[src/verilog/oscc_pkg.sv]
// Purpose: constants shared by the output switch cycle counter block
// Assumes: 50 MHz clock, two on/off control outputs
// Notes: counts are held in units of one hundred switching cycles
package oscc_pkg;

  // ==========================================================
  // widths and ranges
  localparam int unsigned OSCC_VAL_W = 14;
  localparam logic [13:0] OSCC_MON_MAX = 14'h270F;
  localparam logic [13:0] OSCC_MON_RESET = 14'h0000;
  localparam logic [6:0] OSCC_SUB_LAST = 7'h63;
  localparam int unsigned OSCC_SUB_W = 7;

  // ==========================================================
  // counter reset selector codes
  localparam logic [1:0] OSCC_RST_NONE = 2'h0;
  localparam logic [1:0] OSCC_RST_OUT1 = 2'h1;
  localparam logic [1:0] OSCC_RST_OUT2 = 2'h2;

  // ==========================================================
  // alarm routing selector codes
  localparam logic [1:0] OSCC_ROUTE_OFF = 2'h0;
  localparam logic [1:0] OSCC_ROUTE_ALM = 2'h1;
  localparam logic [1:0] OSCC_ROUTE_ALM_N = 2'h2;

  // ==========================================================
  // display alternation: 0.5 s phases
  localparam int unsigned OSCC_CLK_HZ = 50000000;
  localparam int unsigned OSCC_BLINK_MS = 500;
  localparam int unsigned OSCC_BLINK_CYC = OSCC_CLK_HZ / 1000 * OSCC_BLINK_MS;

endpackage : oscc_pkg

[src/verilog/oscc_channel.sv]
// Purpose: one switching cycle counter with threshold alarm
// Assumes: sw_out is the synchronous state of the control output
// Notes: one ON/OFF cycle counts at the falling edge of the output
`timescale 1ns/100ps
`default_nettype none
module oscc_channel
  import oscc_pkg::*;
(
  input wire logic clk,
  input wire logic reset_n,
  input wire logic sw_out,
  input wire logic onoff_type,
  input wire logic [13:0] threshold,
  input wire logic clear,
  input wire logic corrupt,
  output logic [13:0] monitor,
  output logic alarm
);

  // ==========================================================
  // edge detect
  logic sw_prev;
  logic cycle_done;
  logic [6:0] sub_count;
  logic [13:0] next_monitor;

  always_ff @(posedge clk or negedge reset_n)
  begin
    if (!reset_n)
      sw_prev <= 1'b0;
    else
      sw_prev <= sw_out;
  end

  assign cycle_done = sw_prev && !sw_out && onoff_type && (threshold != 14'h0000);

  // ==========================================================
  // sub-counter and monitor
  always_comb
  begin
    next_monitor = monitor;
    if (cycle_done && sub_count == OSCC_SUB_LAST && monitor != OSCC_MON_MAX)
      next_monitor = monitor + 14'h0001;
  end

  always_ff @(posedge clk or negedge reset_n)
  begin
    if (!reset_n)
      sub_count <= '0;
    else if (clear)
      sub_count <= '0;
    else if (cycle_done)
      sub_count <= (sub_count == OSCC_SUB_LAST) ? 7'h00 : sub_count + 7'h01;
  end

  always_ff @(posedge clk or negedge reset_n)
  begin
    if (!reset_n)
      monitor <= OSCC_MON_RESET;
    else if (clear)
      monitor <= OSCC_MON_RESET;
    else if (corrupt)
      monitor <= OSCC_MON_MAX;
    else
      monitor <= next_monitor;
  end

  // ==========================================================
  // alarm: sticky so corrupt-data alarm survives until reset
  always_ff @(posedge clk or negedge reset_n)
  begin
    if (!reset_n)
      alarm <= 1'b0;
    // corrupt data alarms; set wins over clear
    else if (corrupt)
      alarm <= 1'b1;
    else if (clear)
      alarm <= 1'b0;
    else if (threshold != 14'h0000 && next_monitor > threshold)
      alarm <= 1'b1;
  end

endmodule : oscc_channel
`default_nettype wire

[src/verilog/oscc_top.sv]
// Purpose: switching cycle counters for two control outputs, with alarm
// Assumes: all inputs synchronous to clk; settings held steady by the panel logic
// Notes: counter_reset_sel is sampled every cycle; hold it one cycle per reset
`timescale 1ns/100ps
`default_nettype none
module oscc_top
  import oscc_pkg::*;
#(
  parameter int unsigned BLINK_CYC = OSCC_BLINK_CYC
)
(
  input wire logic clk,
  input wire logic reset_n,
  input wire logic out1_state,
  input wire logic out2_state,
  input wire logic out1_onoff,
  input wire logic out2_onoff,
  input wire logic [13:0] out1_threshold,
  input wire logic [13:0] out2_threshold,
  input wire logic [1:0] counter_reset_sel,
  input wire logic out1_data_corrupt,
  input wire logic out2_data_corrupt,
  input wire logic [1:0] ctrl_route_sel,
  input wire logic [1:0] aux_route_sel,
  input wire logic pv_screen_active,
  output logic [13:0] out1_monitor,
  output logic [13:0] out2_monitor,
  output logic out1_alarm,
  output logic out2_alarm,
  output logic count_alarm,
  output logic monitor_visible,
  output logic ctrl_alarm_out,
  output logic aux_alarm_out,
  output logic count_alarm_indicator
);

  // ==========================================================
  // reset selector decode
  logic clr1;
  logic clr2;
  logic [13:0] mon1;
  logic [13:0] mon2;
  logic alm1;
  logic alm2;
  logic alm_any;
  logic [31:0] blink_cnt;
  logic blink_phase;

  assign clr1 = (counter_reset_sel == OSCC_RST_OUT1);
  assign clr2 = (counter_reset_sel == OSCC_RST_OUT2);

  // ==========================================================
  // channels
  oscc_channel u_ch1 (
    .clk(clk),
    .reset_n(reset_n),
    .sw_out(out1_state),
    .onoff_type(out1_onoff),
    .threshold(out1_threshold),
    .clear(clr1),
    .corrupt(out1_data_corrupt),
    .monitor(mon1),
    .alarm(alm1)
  );

  oscc_channel u_ch2 (
    .clk(clk),
    .reset_n(reset_n),
    .sw_out(out2_state),
    .onoff_type(out2_onoff),
    .threshold(out2_threshold),
    .clear(clr2),
    .corrupt(out2_data_corrupt),
    .monitor(mon2),
    .alarm(alm2)
  );

  assign alm_any = alm1 | alm2;

  // ==========================================================
  // registered status outputs
  always_ff @(posedge clk or negedge reset_n)
  begin
    if (!reset_n)
    begin
      out1_monitor <= OSCC_MON_RESET;
      out2_monitor <= OSCC_MON_RESET;
      out1_alarm <= 1'b0;
      out2_alarm <= 1'b0;
      count_alarm <= 1'b0;
    end
    else
    begin
      out1_monitor <= mon1;
      out2_monitor <= mon2;
      out1_alarm <= alm1;
      out2_alarm <= alm2;
      count_alarm <= alm_any;
    end
  end

  // monitor hidden when both outputs unused or both linear
  always_ff @(posedge clk or negedge reset_n)
  begin
    if (!reset_n)
      monitor_visible <= 1'b0;
    else
      monitor_visible <= ((out1_threshold != 14'h0000) || (out2_threshold != 14'h0000))
                         && (out1_onoff || out2_onoff);
  end

  // ==========================================================
  // alarm routing to outputs
  function automatic logic route(input logic [1:0] sel, input logic a);
    route = (sel == OSCC_ROUTE_ALM) ? a : (sel == OSCC_ROUTE_ALM_N) ? !a : 1'b0;
  endfunction : route

  always_ff @(posedge clk or negedge reset_n)
  begin
    if (!reset_n)
    begin
      ctrl_alarm_out <= 1'b0;
      aux_alarm_out <= 1'b0;
    end
    else
    begin
      ctrl_alarm_out <= route(ctrl_route_sel, alm_any);
      aux_alarm_out <= route(aux_route_sel, alm_any);
    end
  end

  // ==========================================================
  // display alternation; timer idles without an alarm to save toggling
  always_ff @(posedge clk or negedge reset_n)
  begin
    if (!reset_n)
    begin
      blink_cnt <= '0;
      blink_phase <= 1'b0;
    end
    else if (!alm_any)
    begin
      blink_cnt <= '0;
      blink_phase <= 1'b0;
    end
    else if (blink_cnt >= BLINK_CYC - 1)
    begin
      blink_cnt <= '0;
      blink_phase <= !blink_phase;
    end
    else
      blink_cnt <= blink_cnt + 32'h00000001;
  end

  always_ff @(posedge clk or negedge reset_n)
  begin
    if (!reset_n)
      count_alarm_indicator <= 1'b0;
    else
      count_alarm_indicator <= alm_any && pv_screen_active && blink_phase;
  end

endmodule : oscc_top
`default_nettype wire

[config.mk]
export PLATFORM = sky130hd
export DESIGN_NAME = oscc_top
export DESIGN_NICKNAME = d
export VERILOG_FILES = /design/src/verilog/oscc_pkg.sv /design/src/verilog/oscc_channel.sv /design/src/verilog/oscc_top.sv
export SDC_FILE = /design/constraint.sdc
export NUM_CORES = 1
export LEC_CHECK = 0
export BUFFER_PORTS_ARGS = -buffer_cell sky130_fd_sc_hd__buf_2
export CORE_MARGIN = 2
export CORE_UTILIZATION = 30
export CTS_BUF_LIST = sky130_fd_sc_hd__clkbuf_8
export DETAILED_ROUTE_END_ITERATION = 6
export RECOVER_POWER = 50
export SLEW_MARGIN = 15
export SYNTH_ARGS = -nofsm -noshare
export SYNTH_HDL_FRONTEND = slang
export SYNTH_HIERARCHICAL = 1
export SYNTH_SLANG_ARGS = --single-unit
[constraint.sdc]
create_clock -name clk -period 3.7 [get_ports clk]
set_input_delay 0.185 -clock clk [delete_from_list [all_inputs] [get_ports clk]]
set_output_delay 0.185 -clock clk [all_outputs]
set_load 0.01 [all_outputs]
* Word level (Yosys, flattened, before mapping) *
Index checks and enable logic that the tools add are counted.

cells by class
  bitwise gates (word level) = 1
  muxes and demuxes = 26
  reduce and logical (&&, ||, !) cells = 27
  add/subtract/negate cells = 5
  equality and inequality tests = 11
  $lt $le $gt $ge = 3

operators by type and width
  cell                   count
  $mux 14                6
  $mux 32                2
  $mux 7                 6
  $add 32x1->32 const B  1
  $ge 32x25->1 const B   1
  $add 14x1->14 const B  2
  $gt 14x14->1           2
  $ne 14x14->1 const B   2
  $reduce_bool 14->1     2
  $logic_and 1x1->1      15
  $add 7x1->7 const B    2
  $eq 7x7->1 const B     2
  $mux 1                 12
  $eq 2x1->1 const B     3
  $eq 2x2->1 const B     3
  $reduce_bool 3->1      2
  $logic_not 1->1        4
  $reduce_bool 2->1      2
  $logic_or 1x1->1       2
  $ne 2x1->1 const B     1
  $or 1x1->1             1

storage, ports and cells
  output and inout port bits = 35
  bits in registers = 114
  logic and storage cells = 92
  bits of input ports = 43

* Depth between registers and ports, before layout *
Gate-level depths: netlist of the first run.

  depth after elaboration = 12
  depth in mapped cells = 13
  gate-level depth less buffers = 12

* Cells and area by module *
Netlist of the first run, hierarchy kept.

by module, submodules not included
  module                 instances  seq. area each (um^2)  cells each  area an instance (um^2)
  oscc_top               1          1701.6                 199         2487.4
  oscc_channel at u_ch1  1          575.6                  209         1769.2
  oscc_channel at u_ch2  1          575.6                  197         1740.4

* Worst setup path before layout of the first run *
Ideal clock, no wire load.

  path kind = register to register
  start point = reg u_ch2.monitor[6]
  end point = reg u_ch2.alarm
  period minus slack after synthesis = 2989 ps
  data arrival time = 2849 ps
  buffers on the path = 0
  path slack = 711 ps
  data required time = 3560 ps
  cell stages (with the launch flop) = 12
  library setup time = 140 ps
  cells stage by stage = dfrtp_1 or4b_1 or4_4 nand3_4 or3_1 xnor2_1 ha_1 a21o_1 nand3_1 a21oi_1 a2111oi_0 a32oi_1

on the way
  cells in the longest elaborated chain, start to end = 6
  elaborated cells on any way between the ends = 7
  those cells by class = add/sub: 1; order compare: 1; eq/ne: 1; mux: 1; reduce/logical: 3

RTL lines
  element                                                                RTL line            source
  from (decl)                                                            oscc_channel.sv:16  output logic [13:0] monitor,
  from (signal assigned)                                                 oscc_channel.sv:65  monitor <= next_monitor;
  parallel branches: the longest is 2 deep, another holds $add 14x1->14  --
  $mux 14 (*)                                                            oscc_channel.sv:42  if (cycle_done && sub_count == OSCC_SUB_LAST && monitor != OSCC_MON_MAX)
  $gt 14x14->1 (*)                                                       oscc_channel.sv:79  else if (threshold != 14'h0000 && next_monitor > threshold)
  $logic_and 1x1->1 (*)                                                  oscc_channel.sv:79
  $reduce_bool 3->1 (no line) (*)                                        --
  to (signal assigned)                                                   oscc_channel.sv:76  alarm <= 1'b1;
  to (signal assigned)                                                   oscc_channel.sv:78  alarm <= 1'b0;
  to (signal assigned)                                                   oscc_channel.sv:80  alarm <= 1'b1;
  to (decl)                                                              oscc_channel.sv:17  output logic alarm

Every way passes the cells marked *.
A chain may end at the register's enable or synchronous reset.

* Worst setup path after layout of the first run *
  start point = reg u_ch2.monitor[0]
  end point = reg u_ch2.alarm

The elaborated chain is that of the path after synthesis.

==> impl_results.md, run 1 <==
- Remaining global-route overflow: 0
- Synthesis Warnings: 6
- Tmin final: 3.29 ns
- Sw Ratio: 0.273
- Leakage: 3.13 nW
- Final max-slew violation count: 0
- Placed Instances: 950
- Int Power: 0.00201 W
- Hold Crit Class: input port to flop
- Worst slew pin tran: 1.47 ns
- Clk buf depth: 2
- WP data arrival: 3.59 ns
- Final period util: 0.889
- Setup-failing EPs final: 0
- Seq/Total Area, Yosys: 0.476
- Relative slew slack: 0.0172
- Routed vias: 4,824
- Crit-path cells: ha_1, nand3_1, or4_4, nand3_4, or3_1, xnor2_1, ha_1, a21o_1, nand3_1, a21oi_1, a2111oi_0, a32oi_1
- Req. time, crit path: 4.00 ns
- Total GRT Usage: 0.146
- Via count of the first global-routing pass: 4,689
- Fill count: 2,062
- Share of post-route cells with drive strength above 1: 0.132
- TritonCTS buffer count: 17
- Max cap viols: 0
- Synth cell types: 61
- Die area: 0.0211 sq mm
- Initial antenna violation count: 1
- Util after Layout: 0.365
- WL final: 14,900 um
- Critical Setup Path Class: flop to flop
- First-pass iteration count of the detailed router: 5
- Area grow syn2layout: 18.9%
- Worst-Skew Late Latency: 0.44 ns
- Fin. Hold Viols: 0
- Initial cell density of the core: 0.307
- Drt wl/cell: 15.0 um
- FMAX: 304 MHz
- Max VDD drop: 0.214 mV
- H-tree Lvls: 4
- CP top delay family: simple AND/OR/NAND/NOR gates
- Hold path depth: 2
- Die Height: 145 um
- Final ANT Viol Nets: 0
- Logic gate share of total power: 0.102
- Top FF cell, synth: dfrtp_1
- CP max-delay cell: or4_4
- Switch Pwr: 0.000754 W
- Post-synth EDFFs: 0
- #FFs+latches synth: 114
- Critical-path maximum fanout: 8
- I/O pin count: 78
- Buffers on Ports: 77
- Nets: 789
- Crit path depth: 12
- Final GP Congestion: 0.835
- Syn Inst Count: 605
- Total clock sinks: 114
- Area of placed instances: 0.00672 sq mm
- CP Launch Type: flop
- CTS tree: done
- Unrepaired setup endpoints after global routing: no
- First-pass GRT wire length: 24,400 um
- # DRC: 0
- Largest net degree at the start of global routing: 60
- Std cell rows: 51
- Status: finished clean
- Setup crit end kind: flop
- Syn_area_per_cell: 9.91 sq um
- Cell Pwr Density: 387 mW/mm^2
- Slowest cell delay on critical path: 0.62 ns
- Antenna cells: 0
- Asr flop ratio synth: 1.00
- Seq pwr share: 0.491
- Setup_tns: 0 ns
- Post-Syn Area: 0.00600 sq mm
- Vias/cell: 4.87
- Total core area: 0.0195 sq mm
- DP HPWL: 10,900 um
- Worst Reg-to-Reg Cells: 12
- Clock power frac: 0.407
- Total power: 0.00276 W
- Clk root buf: clkbuf_8
- Post-Layout Cell Count: 991
- Clock Pin Slew Worst Setup and Hold Paths: 0.07 ns
- Critical path buffers and inverters: 0
- Final Instance Area: 0.00713 sq mm
- Clk_skew: 0.00870 ns
- Die Wd: 145 um
- Initial drt markers: 317
## cell usage in the layout (no fill, tap or decap), types with 7 or more instances in the layout
master,instances
dfrtp_1,114
nor2_1,68
nand2_1,53
inv_1,42
clkbuf_1,40
buf_2,38
ha_1,33
nand3_1,29
a21oi_1,28
nand4_1,24
xor2_1,23
nor4_1,19
xnor2_1,19
clkbuf_8,17
o21ai_0,15
nor3_1,13
or3_1,12
dlygate4sd3_1,9
o21a_1,9
and3_1,8
and4_1,7
nor2b_1,7
conb_1,7
buf_4,7
## per-stage QoR
step	hold WS [ns]	setup slack, ns
after floorplan	-0.111	0.711
after global placement	0.311	0.479
after detailed placement	0.317	0.437
after CTS	0.0114	0.426
after global routing	0.0271	0.188
final	0.0595	0.412
## Yosys cell counts (5+ instances only)
library cell | instances | share of area
inv_1 | 40 | 0.025
nor4_1 | 19 | 0.020
o21a_1 | 9 | 0.011
nand3_1 | 29 | 0.024
and4_1 | 7 | 0.010
or4_1 | 6 | 0.0075
nor2_1 | 68 | 0.043
or3_1 | 12 | 0.013
dfrtp_1 | 114 | 0.48
clkbuf_1 | 7 | 0.0044
ha_1 | 33 | 0.069
xnor2_1 | 19 | 0.028
nand4_1 | 24 | 0.025
nor3_1 | 13 | 0.011
and3_1 | 8 | 0.0083
nor2b_1 | 7 | 0.0073
nand2_1 | 53 | 0.033
xor2_1 | 23 | 0.034
or4b_1 | 5 | 0.0083
a21oi_1 | 28 | 0.023
mux2i_1 | 6 | 0.010
o21ai_0 | 15 | 0.013
## flip-flops by register name, summed over array words and instances, names as in the netlist, 7 cells and up
name / cells
blink_cnt: 32
out1_monitor: 14
out2_monitor: 14
u_ch1/monitor: 14
u_ch1/sub_count: 7
u_ch2/monitor: 14
u_ch2/sub_count: 7
## worst paths after layout
path	slack [ns]	startpoint	to
worst max-delay path	0.41	u_ch2/monitor[0]	u_ch2/alarm
max in group asynchronous	1.95	reset_n	blink_cnt[19]
worst min-delay path	0.06	out2_onoff	monitor_visible
min in group asynchronous	0.63	reset_n	out2_monitor[1]
worst max register to register	0.41	u_ch2/monitor[0]	u_ch2/alarm
worst min register to register	0.45	u_ch1/monitor[12]	out1_monitor[12]
## power by group through the flow
stage / Clock (W) / Combinational [W] / Sequential, W
floorplan: 0 / 0.000144 / 0.00137
global placement: 0 / 0.000279 / 0.00138
detailed placement: 0 / 0.000281 / 0.00138
CTS: 0.00116 / 0.000292 / 0.00135
global route: 0.00122 / 0.000318 / 0.00136
finish: 0.00112 / 0.000283 / 0.00135
## final cells by class
class | count | area (sq um) | share of cell area
clock buffers | 17 | 234 | 0.0328
clock inverters | 15 | 145 | 0.0203
inverters | 40 | 150 | 0.0210
multi-input cells | 445 | 2930 | 0.411
flip-flops and latches | 114 | 2850 | 0.400
well taps | 265 | 332 | 0.0465
repair buffers | 95 | 488 | 0.0684
## cells by family (layout without fill, tap and decap cells)
kind of cell | count (synthesis) | in the layout | synth area share
AOI/OAI and AO/OA | 78 | 78 | 0.0853
xor gates and xnor gates | 43 | 43 | 0.0641
adders and majority gates | 33 | 33 | 0.0689
buffers and inverters | 52 | 167 | 0.0392
DFF | 114 | 114 | 0.476
muxes | 8 | 8 | 0.0150
other | 1 | 7 | 0.000625
and+or+nand+nor | 276 | 276 | 0.251
## routing by layer
layer | global-route usage | part of all wire | vias up
met5 | 0 | 0 | -
met4 | 0.0529 | 0.012 | 0
met3 | 0.0364 | 0.050 | 15
met2 | 0.223 | 0.46 | 127
met1 | 0.200 | 0.48 | 2310
li1 | - | - | 2372
## what timing repair did
item / CTS / global route
hold endpoints to repair: 62 / 1
setup buffers: 0 / 0
gates resized for setup: 0 / 0
hold buffers: 8 / 1
No activity file was read; power rests on OpenSTA's default activity.
==> run 2, diff against run 1 <==
Settings changed: CTS_BUF_LIST sky130_fd_sc_hd__clkbuf_8 to not set, HOLD_SLACK_MARGIN set to 0.08, RECOVER_POWER 50 to not set.
==> run 2 against run 1 <==
Effect of this change:
- via count increased by 0.79%
- highest routed layer unchanged
- cell area rose by 3.6%
- flip-flop and latch count is the same
- first-iteration DRC count is 10% lower
==> impl_results.md, run 2 (same netlist as run 1, synthesis figures left out) <==
- Vias/cell: 4.90
- Critical-path maximum fanout: 14
- Initial cell density of the core: 0.307
- TritonCTS buffer count: 17
- Slowest cell delay on critical path: 0.60 ns
- Fill count: 2,010
- Tmin final: 3.29 ns
- Total clock sinks: 114
- CP Capture Point: u_ch1/alarm
- Largest net degree at the start of global routing: 60
- Postcts setup bufs: 0
- Placed Instances: 950
- Std cell rows: 51
- H-tree Lvls: 4
- Clk_skew: 0.00701 ns
- Setup-failing EPs final: 0
- Crit path depth: 11
- Unrepaired setup endpoints after global routing: no
- CP Launch Type: flop
- Largest register FFs: 32
- Share of post-route cells with drive strength above 1: 0.187
- WL final: 14,900 um
- Storage cell area: 0.00285 sq mm
- Die Wd: 145 um
- Clk buf depth: 2
- Int Power: 0.00241 W
- CP startpoint: u_ch1/sub_count[2]
- Sw Ratio: 0.250
- Initial antenna violation count: 1
- Leakage: 3.34 nW
- Reg-to-reg critical path startpoint: u_ch1/sub_count[2]
- Total GRT Usage: 0.145
- Worst Reg-to-Reg Cells: 11
- Buffers on Ports: 77
- Nets: 790
- Worst reg2reg path endpoint: u_ch1/alarm
- Critical Setup Path Class: flop to flop
- Hold Crit Class: input port to flop
- Area grow syn2layout: 23.3%
- Clock power frac: 0.489
- Die area: 0.0211 sq mm
- Relative slew slack: 0.365
- Worst-Skew Late Latency: 0.41 ns
- DP HPWL: 10,900 um
- FMAX: 304 MHz
- Initial drt markers: 284
- Max cap viols: 0
- Hold Buf Count CTS: 10
- Worst R2R Setup Slack: 0.41 ns
- First-pass GRT wire length: 24,400 um
- I/O pin count: 78
- Total core area: 0.0195 sq mm
- Final ANT Viol Nets: 0
- Commonest cells after routing, fill and taps aside: dfrtp_1, buf_2, nor2_1
- CP top delay family: simple AND/OR/NAND/NOR gates
- Switch Pwr: 0.000805 W
- Logic gate share of total power: 0.090
- CTS tree: done
- Die Height: 145 um
- Setup crit end kind: flop
- Multi-input gate area: 0.00293 sq mm
- Remaining global-route overflow: 0
- Post-Layout Cell Count: 992
- Final max-slew violation count: 0
- Final period util: 0.888
- Largest Register: blink_cnt
- Via count of the first global-routing pass: 4,709
- Req. time, crit path: 3.98 ns
- CTS resizes: 0
- Commonest non-fill, non-tap cell in the layout: dfrtp_1
- Seq pwr share: 0.421
- Fin. Hold Viols: 0
- WP data arrival: 3.57 ns
- Status: finished clean
- Final GP Congestion: 0.835
- Setup_tns: 0 ns
- Antenna cells: 0
- Crit-path cells: or4b_4, nor2_4, nand4_4, or4_1, nand2_1, ha_1, a21o_1, nand3_1, a21oi_1, a2111oi_0, a31oi_1
- Clk root buf: clkbuf_16
- Cell Pwr Density: 435 mW/mm^2
- # DRC: 0
- Critical path buffers and inverters: 0
- Routed vias: 4,862
- Clock Pin Slew Worst Setup and Hold Paths: 0.05 ns
- Drt wl/cell: 15.0 um
- Max VDD drop: 0.267 mV
- CP max-delay cell: or4b_4
- First-pass iteration count of the detailed router: 4
- Worst slew pin tran: 0.945 ns
run 2: power groups by stage:
stage	Clock, W	Combinational [W]	Sequential [W]
floorplan	0	0.000144	0.00137
global placement	0	0.000279	0.00138
detailed placement	0	0.000281	0.00138
CTS	0.00161	0.000294	0.00136
global route	0.00167	0.000327	0.00136
finish	0.00157	0.000290	0.00136
run 2: area by class of cell:
| cell class | instances | area share |
|---|---|---|
| clock inverter | 13 | 0.0186 |
| clock buffer | 19 | 0.0586 |
| sequential | 114 | 0.386 |
| inverter | 40 | 0.0203 |
| tap | 265 | 0.0449 |
| multi-input combinational | 445 | 0.397 |
| timing repair buffer | 96 | 0.0752 |
run 2: metal layers:
metal  vias up  track usage  share of wire
li1       2379            -              -
met1      2342        0.200           0.47
met2       127        0.223           0.46
met3        14       0.0392          0.051
met4         0       0.0480          0.012
met5         -            0              0
run 2: worst min path at each step:
stage	startpoint	endpoint	slack [ns]	cells past startpoint
after floorplan	reset_n	aux_alarm_out	-0.11	0
after global placement	reset_n	u_ch1/monitor[5]	0.31	1
after detailed placement	reset_n	u_ch1/monitor[5]	0.32	1
after CTS	out1_data_corrupt	u_ch1/monitor[13]	0.18	3
after global routing	out2_data_corrupt	u_ch2/monitor[10]	0.20	2
final	out1_data_corrupt	u_ch1/monitor[13]	0.19	3
run 2: worst min-delay path, stage by stage:
cell	delay, ns
buf_2	0.18
nor2_1	0.10
a21oi_1	0.09
run 2: per-stage QoR:
stage	power [W]	worst slack [ns]	util	instance area [sq um]	hold slack (ns)
after floorplan	0.00151	0.711	-	6020	-0.111
after global placement	0.00166	0.479	0.344	6720	0.311
after detailed placement	0.00166	0.437	0.344	6720	0.317
after CTS	0.00326	0.427	0.379	7390	0.176
after global routing	0.00336	0.190	0.379	7390	0.201
final	0.00322	0.414	0.379	7390	0.195
==> run 3, diff against run 2 <==
--- a/config.mk
+++ b/config.mk
@@ -7,2 +7,3 @@
 export LEC_CHECK = 0
+export ABC_AREA = 1
 export BUFFER_PORTS_ARGS = -buffer_cell sky130_fd_sc_hd__buf_2
==> constraint.sdc (replaced) <==
create_clock -name clk -period 3.7 [get_ports clk]
set_input_delay 0 -clock clk [delete_from_list [all_inputs] [get_ports clk]]
set_output_delay 0 -clock clk [all_outputs]
set_load 0.01 [all_outputs]
==> run 3 against run 2 <==
Effect of this change:
- cell count grew 36%
- maximum frequency up 20%
- die area grew 14%
- non-clock buffer count is 1 higher
- largest cell class unchanged
- sequential power is essentially flat
- highest routed layer unchanged
- clock power up 3%
- cell area increased by 13%
- wire length rose by 14%
- via count is 24% higher
- synthesized cell count increased by 54%
- power up 2.9%
- first-iteration DRC count increased by 78%
==> impl_results.md, run 3 <==
- Area grow syn2layout: 21.7%
- Routed vias: 6,045
- Largest net degree at the start of global routing: 74
- Drt wl/cell: 12.6 um
- Commonest non-fill, non-tap cell in the layout: nand2_1
- Seq pwr share: 0.410
- Remaining global-route overflow: 0
- CP Launch Type: flop
- Cell with the most instances after synthesis: nand2_1
- Initial drt markers: 505
- Synth cell types: 35
- DP HPWL: 12,800 um
- CP top delay family: simple AND/OR/NAND/NOR gates
- Worst slew pin tran: 0.961 ns
- Die Wd: 155 um
- Max cap viols: 0
- Top FF cell, synth: dfrtp_1
- Total core area: 0.0226 sq mm
- Max VDD drop: 0.348 mV
- First-pass iteration count of the detailed router: 5
- Largest register FFs: 32
- Leakage: 4.34 nW
- Initial cell density of the core: 0.304
- Setup crit end kind: flop
- Worst-Skew Late Latency: 0.42 ns
- CTS tree: done
- Top post-synthesis cells by area: dfrtp_1, nand2_1, inv_1
- Asr flop ratio synth: 1.00
- Clk root buf: clkbuf_16
- Relative slew slack: 0.359
- #FFs+latches synth: 114
- Cell Pwr Density: 397 mW/mm^2
- Critical Setup Path Class: flop to flop
- Buffers on Ports: 77
- Hold Crit Class: input port to flop
- Clock Pin Slew Worst Setup and Hold Paths: 0.06 ns
- Vias/cell: 4.49
- I/O pin count: 78
- Yosys top cell area share: 0.416
- WL final: 16,900 um
- Postcts setup bufs: 0
- Setup-failing EPs final: 0
- Setup_tns: 0 ns
- Syn_area_per_cell: 7.36 sq um
- Die area: 0.0241 sq mm
- Post-synth EDFFs: 0
- Initial antenna violation count: 0
- Syn Inst Count: 933
- Via count of the first global-routing pass: 5,865
- Critical path buffers and inverters: 1
- Fin. Hold Viols: 0
- CP max-delay cell: dfrtp_1
- TritonCTS buffer count: 17
- Total GRT Usage: 0.150
- Leading area contributor after synthesis: dfrtp_1
- Unrepaired setup endpoints after global routing: no
- Clk_skew: 0.00845 ns
- Final max-slew violation count: 0
- Hold_ws: 0.213 ns
- Crit-path cells: ha_1, nand3_2, nor2_1, nand2_1, nand2_2, nor2_8, nand2_1, nand2_1, inv_1, ha_1, nand2_1, nor2_1, nand2_1, o21a_1, nand2_1, nand2_1, nand2_1, nand2_1
- # DRC: 0
- Share of post-route cells with drive strength above 1: 0.163
- Logic gate share of total power: 0.105
- Antenna cells: 0
- Switch Pwr: 0.000914 W
- Nets: 1,125
- Tmin final: 2.73 ns
- Critical-path maximum fanout: 18
- Clock power frac: 0.485
- Sw Ratio: 0.276
- Clk buf depth: 2
- Commonest cells in the netlist: nand2_1, inv_1, nor2_1
- WP data arrival: 3.04 ns
- Final ANT Viol Nets: 0
- Total clock sinks: 114
- First-pass GRT wire length: 28,700 um
- Status: finished clean
- Die Height: 155 um
- Req. time, crit path: 4.01 ns
- Largest Register: blink_cnt
- Slowest cell delay on critical path: 0.43 ns
- FMAX: 366 MHz
- Synthesis Warnings: 6
- Int Power: 0.00240 W
- Cell mode on critical path: nand2_1
- Final period util: 0.738
- Post-Syn Area: 0.00687 sq mm
- Commonest cells after routing, fill and taps aside: nand2_1, inv_1, nor2_1
- Seq/Total Area, Yosys: 0.416
- H-tree Lvls: 4
- Std cell rows: 55
- Final GP Congestion: 0.861
==> run 3: changes by cell type in the layout (fill, tap and decap cells not counted), sizes merged, moves of 8 or more <==
cell,delta
nand2,+217
o21ai,+13
nor2,+92
nor4,-14
and4,-8
or3,-12
nand4,-16
dlygate4sd3,+8
xnor2,-16
inv,+121
or4,-8
nand3,+30
==> run 3: kinds of logic after synthesis <==
| kind of cell | after synthesis | synth area share |
|---|---|---|
| DFF | 114 | 0.416 |
| xor gates and xnor gates | 29 | 0.0370 |
| buffers and inverters | 169 | 0.0977 |
| AOI/OAI and AO/OA | 63 | 0.0561 |
| other | 1 | 0.000546 |
| and+or+nand+nor | 524 | 0.333 |
| adders and majority gates | 33 | 0.0601 |
==> run 3: metrics by stage <==
stage	setup slack, ns	power [W]	instance area (sq um)	cells	utilization
6_report	0.968	0.00331	8350	1347	0.370
5_1_grt	0.679	0.00349	8350	1347	0.370
4_1_cts	0.969	0.00336	8350	1347	0.370
3_5_place_dp	1.00	0.00172	7590	1297	0.336
3_3_place_gp	1.07	0.00171	7590	1297	0.336
2_1_floorplan	1.31	0.00157	6890	939	-
==> run 3: worst paths after layout <==
path	start	end	slack, ns	cells past startpoint
hold / removal	out2_onoff	u_ch2/sub_count[1]	0.21	5
setup reg to reg	u_ch1/monitor[0]	u_ch1/alarm	0.97	18
max in group asynchronous	reset_n	out1_monitor[5]	2.54	3
min in group asynchronous	reset_n	out2_monitor[13]	0.28	2
hold reg to reg	u_ch1/monitor[11]	out1_monitor[11]	0.44	0
setup / recovery	u_ch1/monitor[0]	u_ch1/alarm	0.97	18
==> run 3: power by group through the flow <==
stage	sequential, W	clock (W)	combinational, W
3_3_place_gp	0.00138	0	0.000333
2_1_floorplan	0.00138	0	0.000194
5_1_grt	0.00137	0.00171	0.000407
4_1_cts	0.00136	0.00165	0.000351
6_report	0.00136	0.00161	0.000348
3_5_place_dp	0.00138	0	0.000336
==> run 3: timing repair <==
item	in CTS	in global routing
hold buffers	18	0
hold endpoints to repair	93	0
gates resized for setup	0	0
==> run 3: worst reg2reg max path, cell delays in order, from the launching register on <==
cell and delay (ns):
dfrtp_1 0.43, ha_1 0.30, nand3_2 0.14, nor2_1 0.06
nand2_1 0.07, nand2_2 0.08, nor2_8 0.28, nand2_1 0.08
nand2_1 0.09, inv_1 0.05, ha_1 0.31, nand2_1 0.07
nor2_1 0.14, nand2_1 0.10, o21a_1 0.19, nand2_1 0.06
nand2_1 0.05, nand2_1 0.05, nand2_1 0.06
==> run 3: metal layers <==
layer,vias up,global-route usage,share of wire
met4,0,0.0620,0.024
met2,141,0.234,0.44
met5,-,0,0
li1,3116,-,-
met1,2754,0.205,0.50
met3,34,0.0309,0.036
==> run 3: layout make-up <==
class	instances	area, sq um
tap	285	357
multi-input combinational	656	3360
clock buffer	18	439
inverter	163	612
clock inverter	14	144
fill	2383	14200
timing repair buffer	97	583
sequential	114	2850
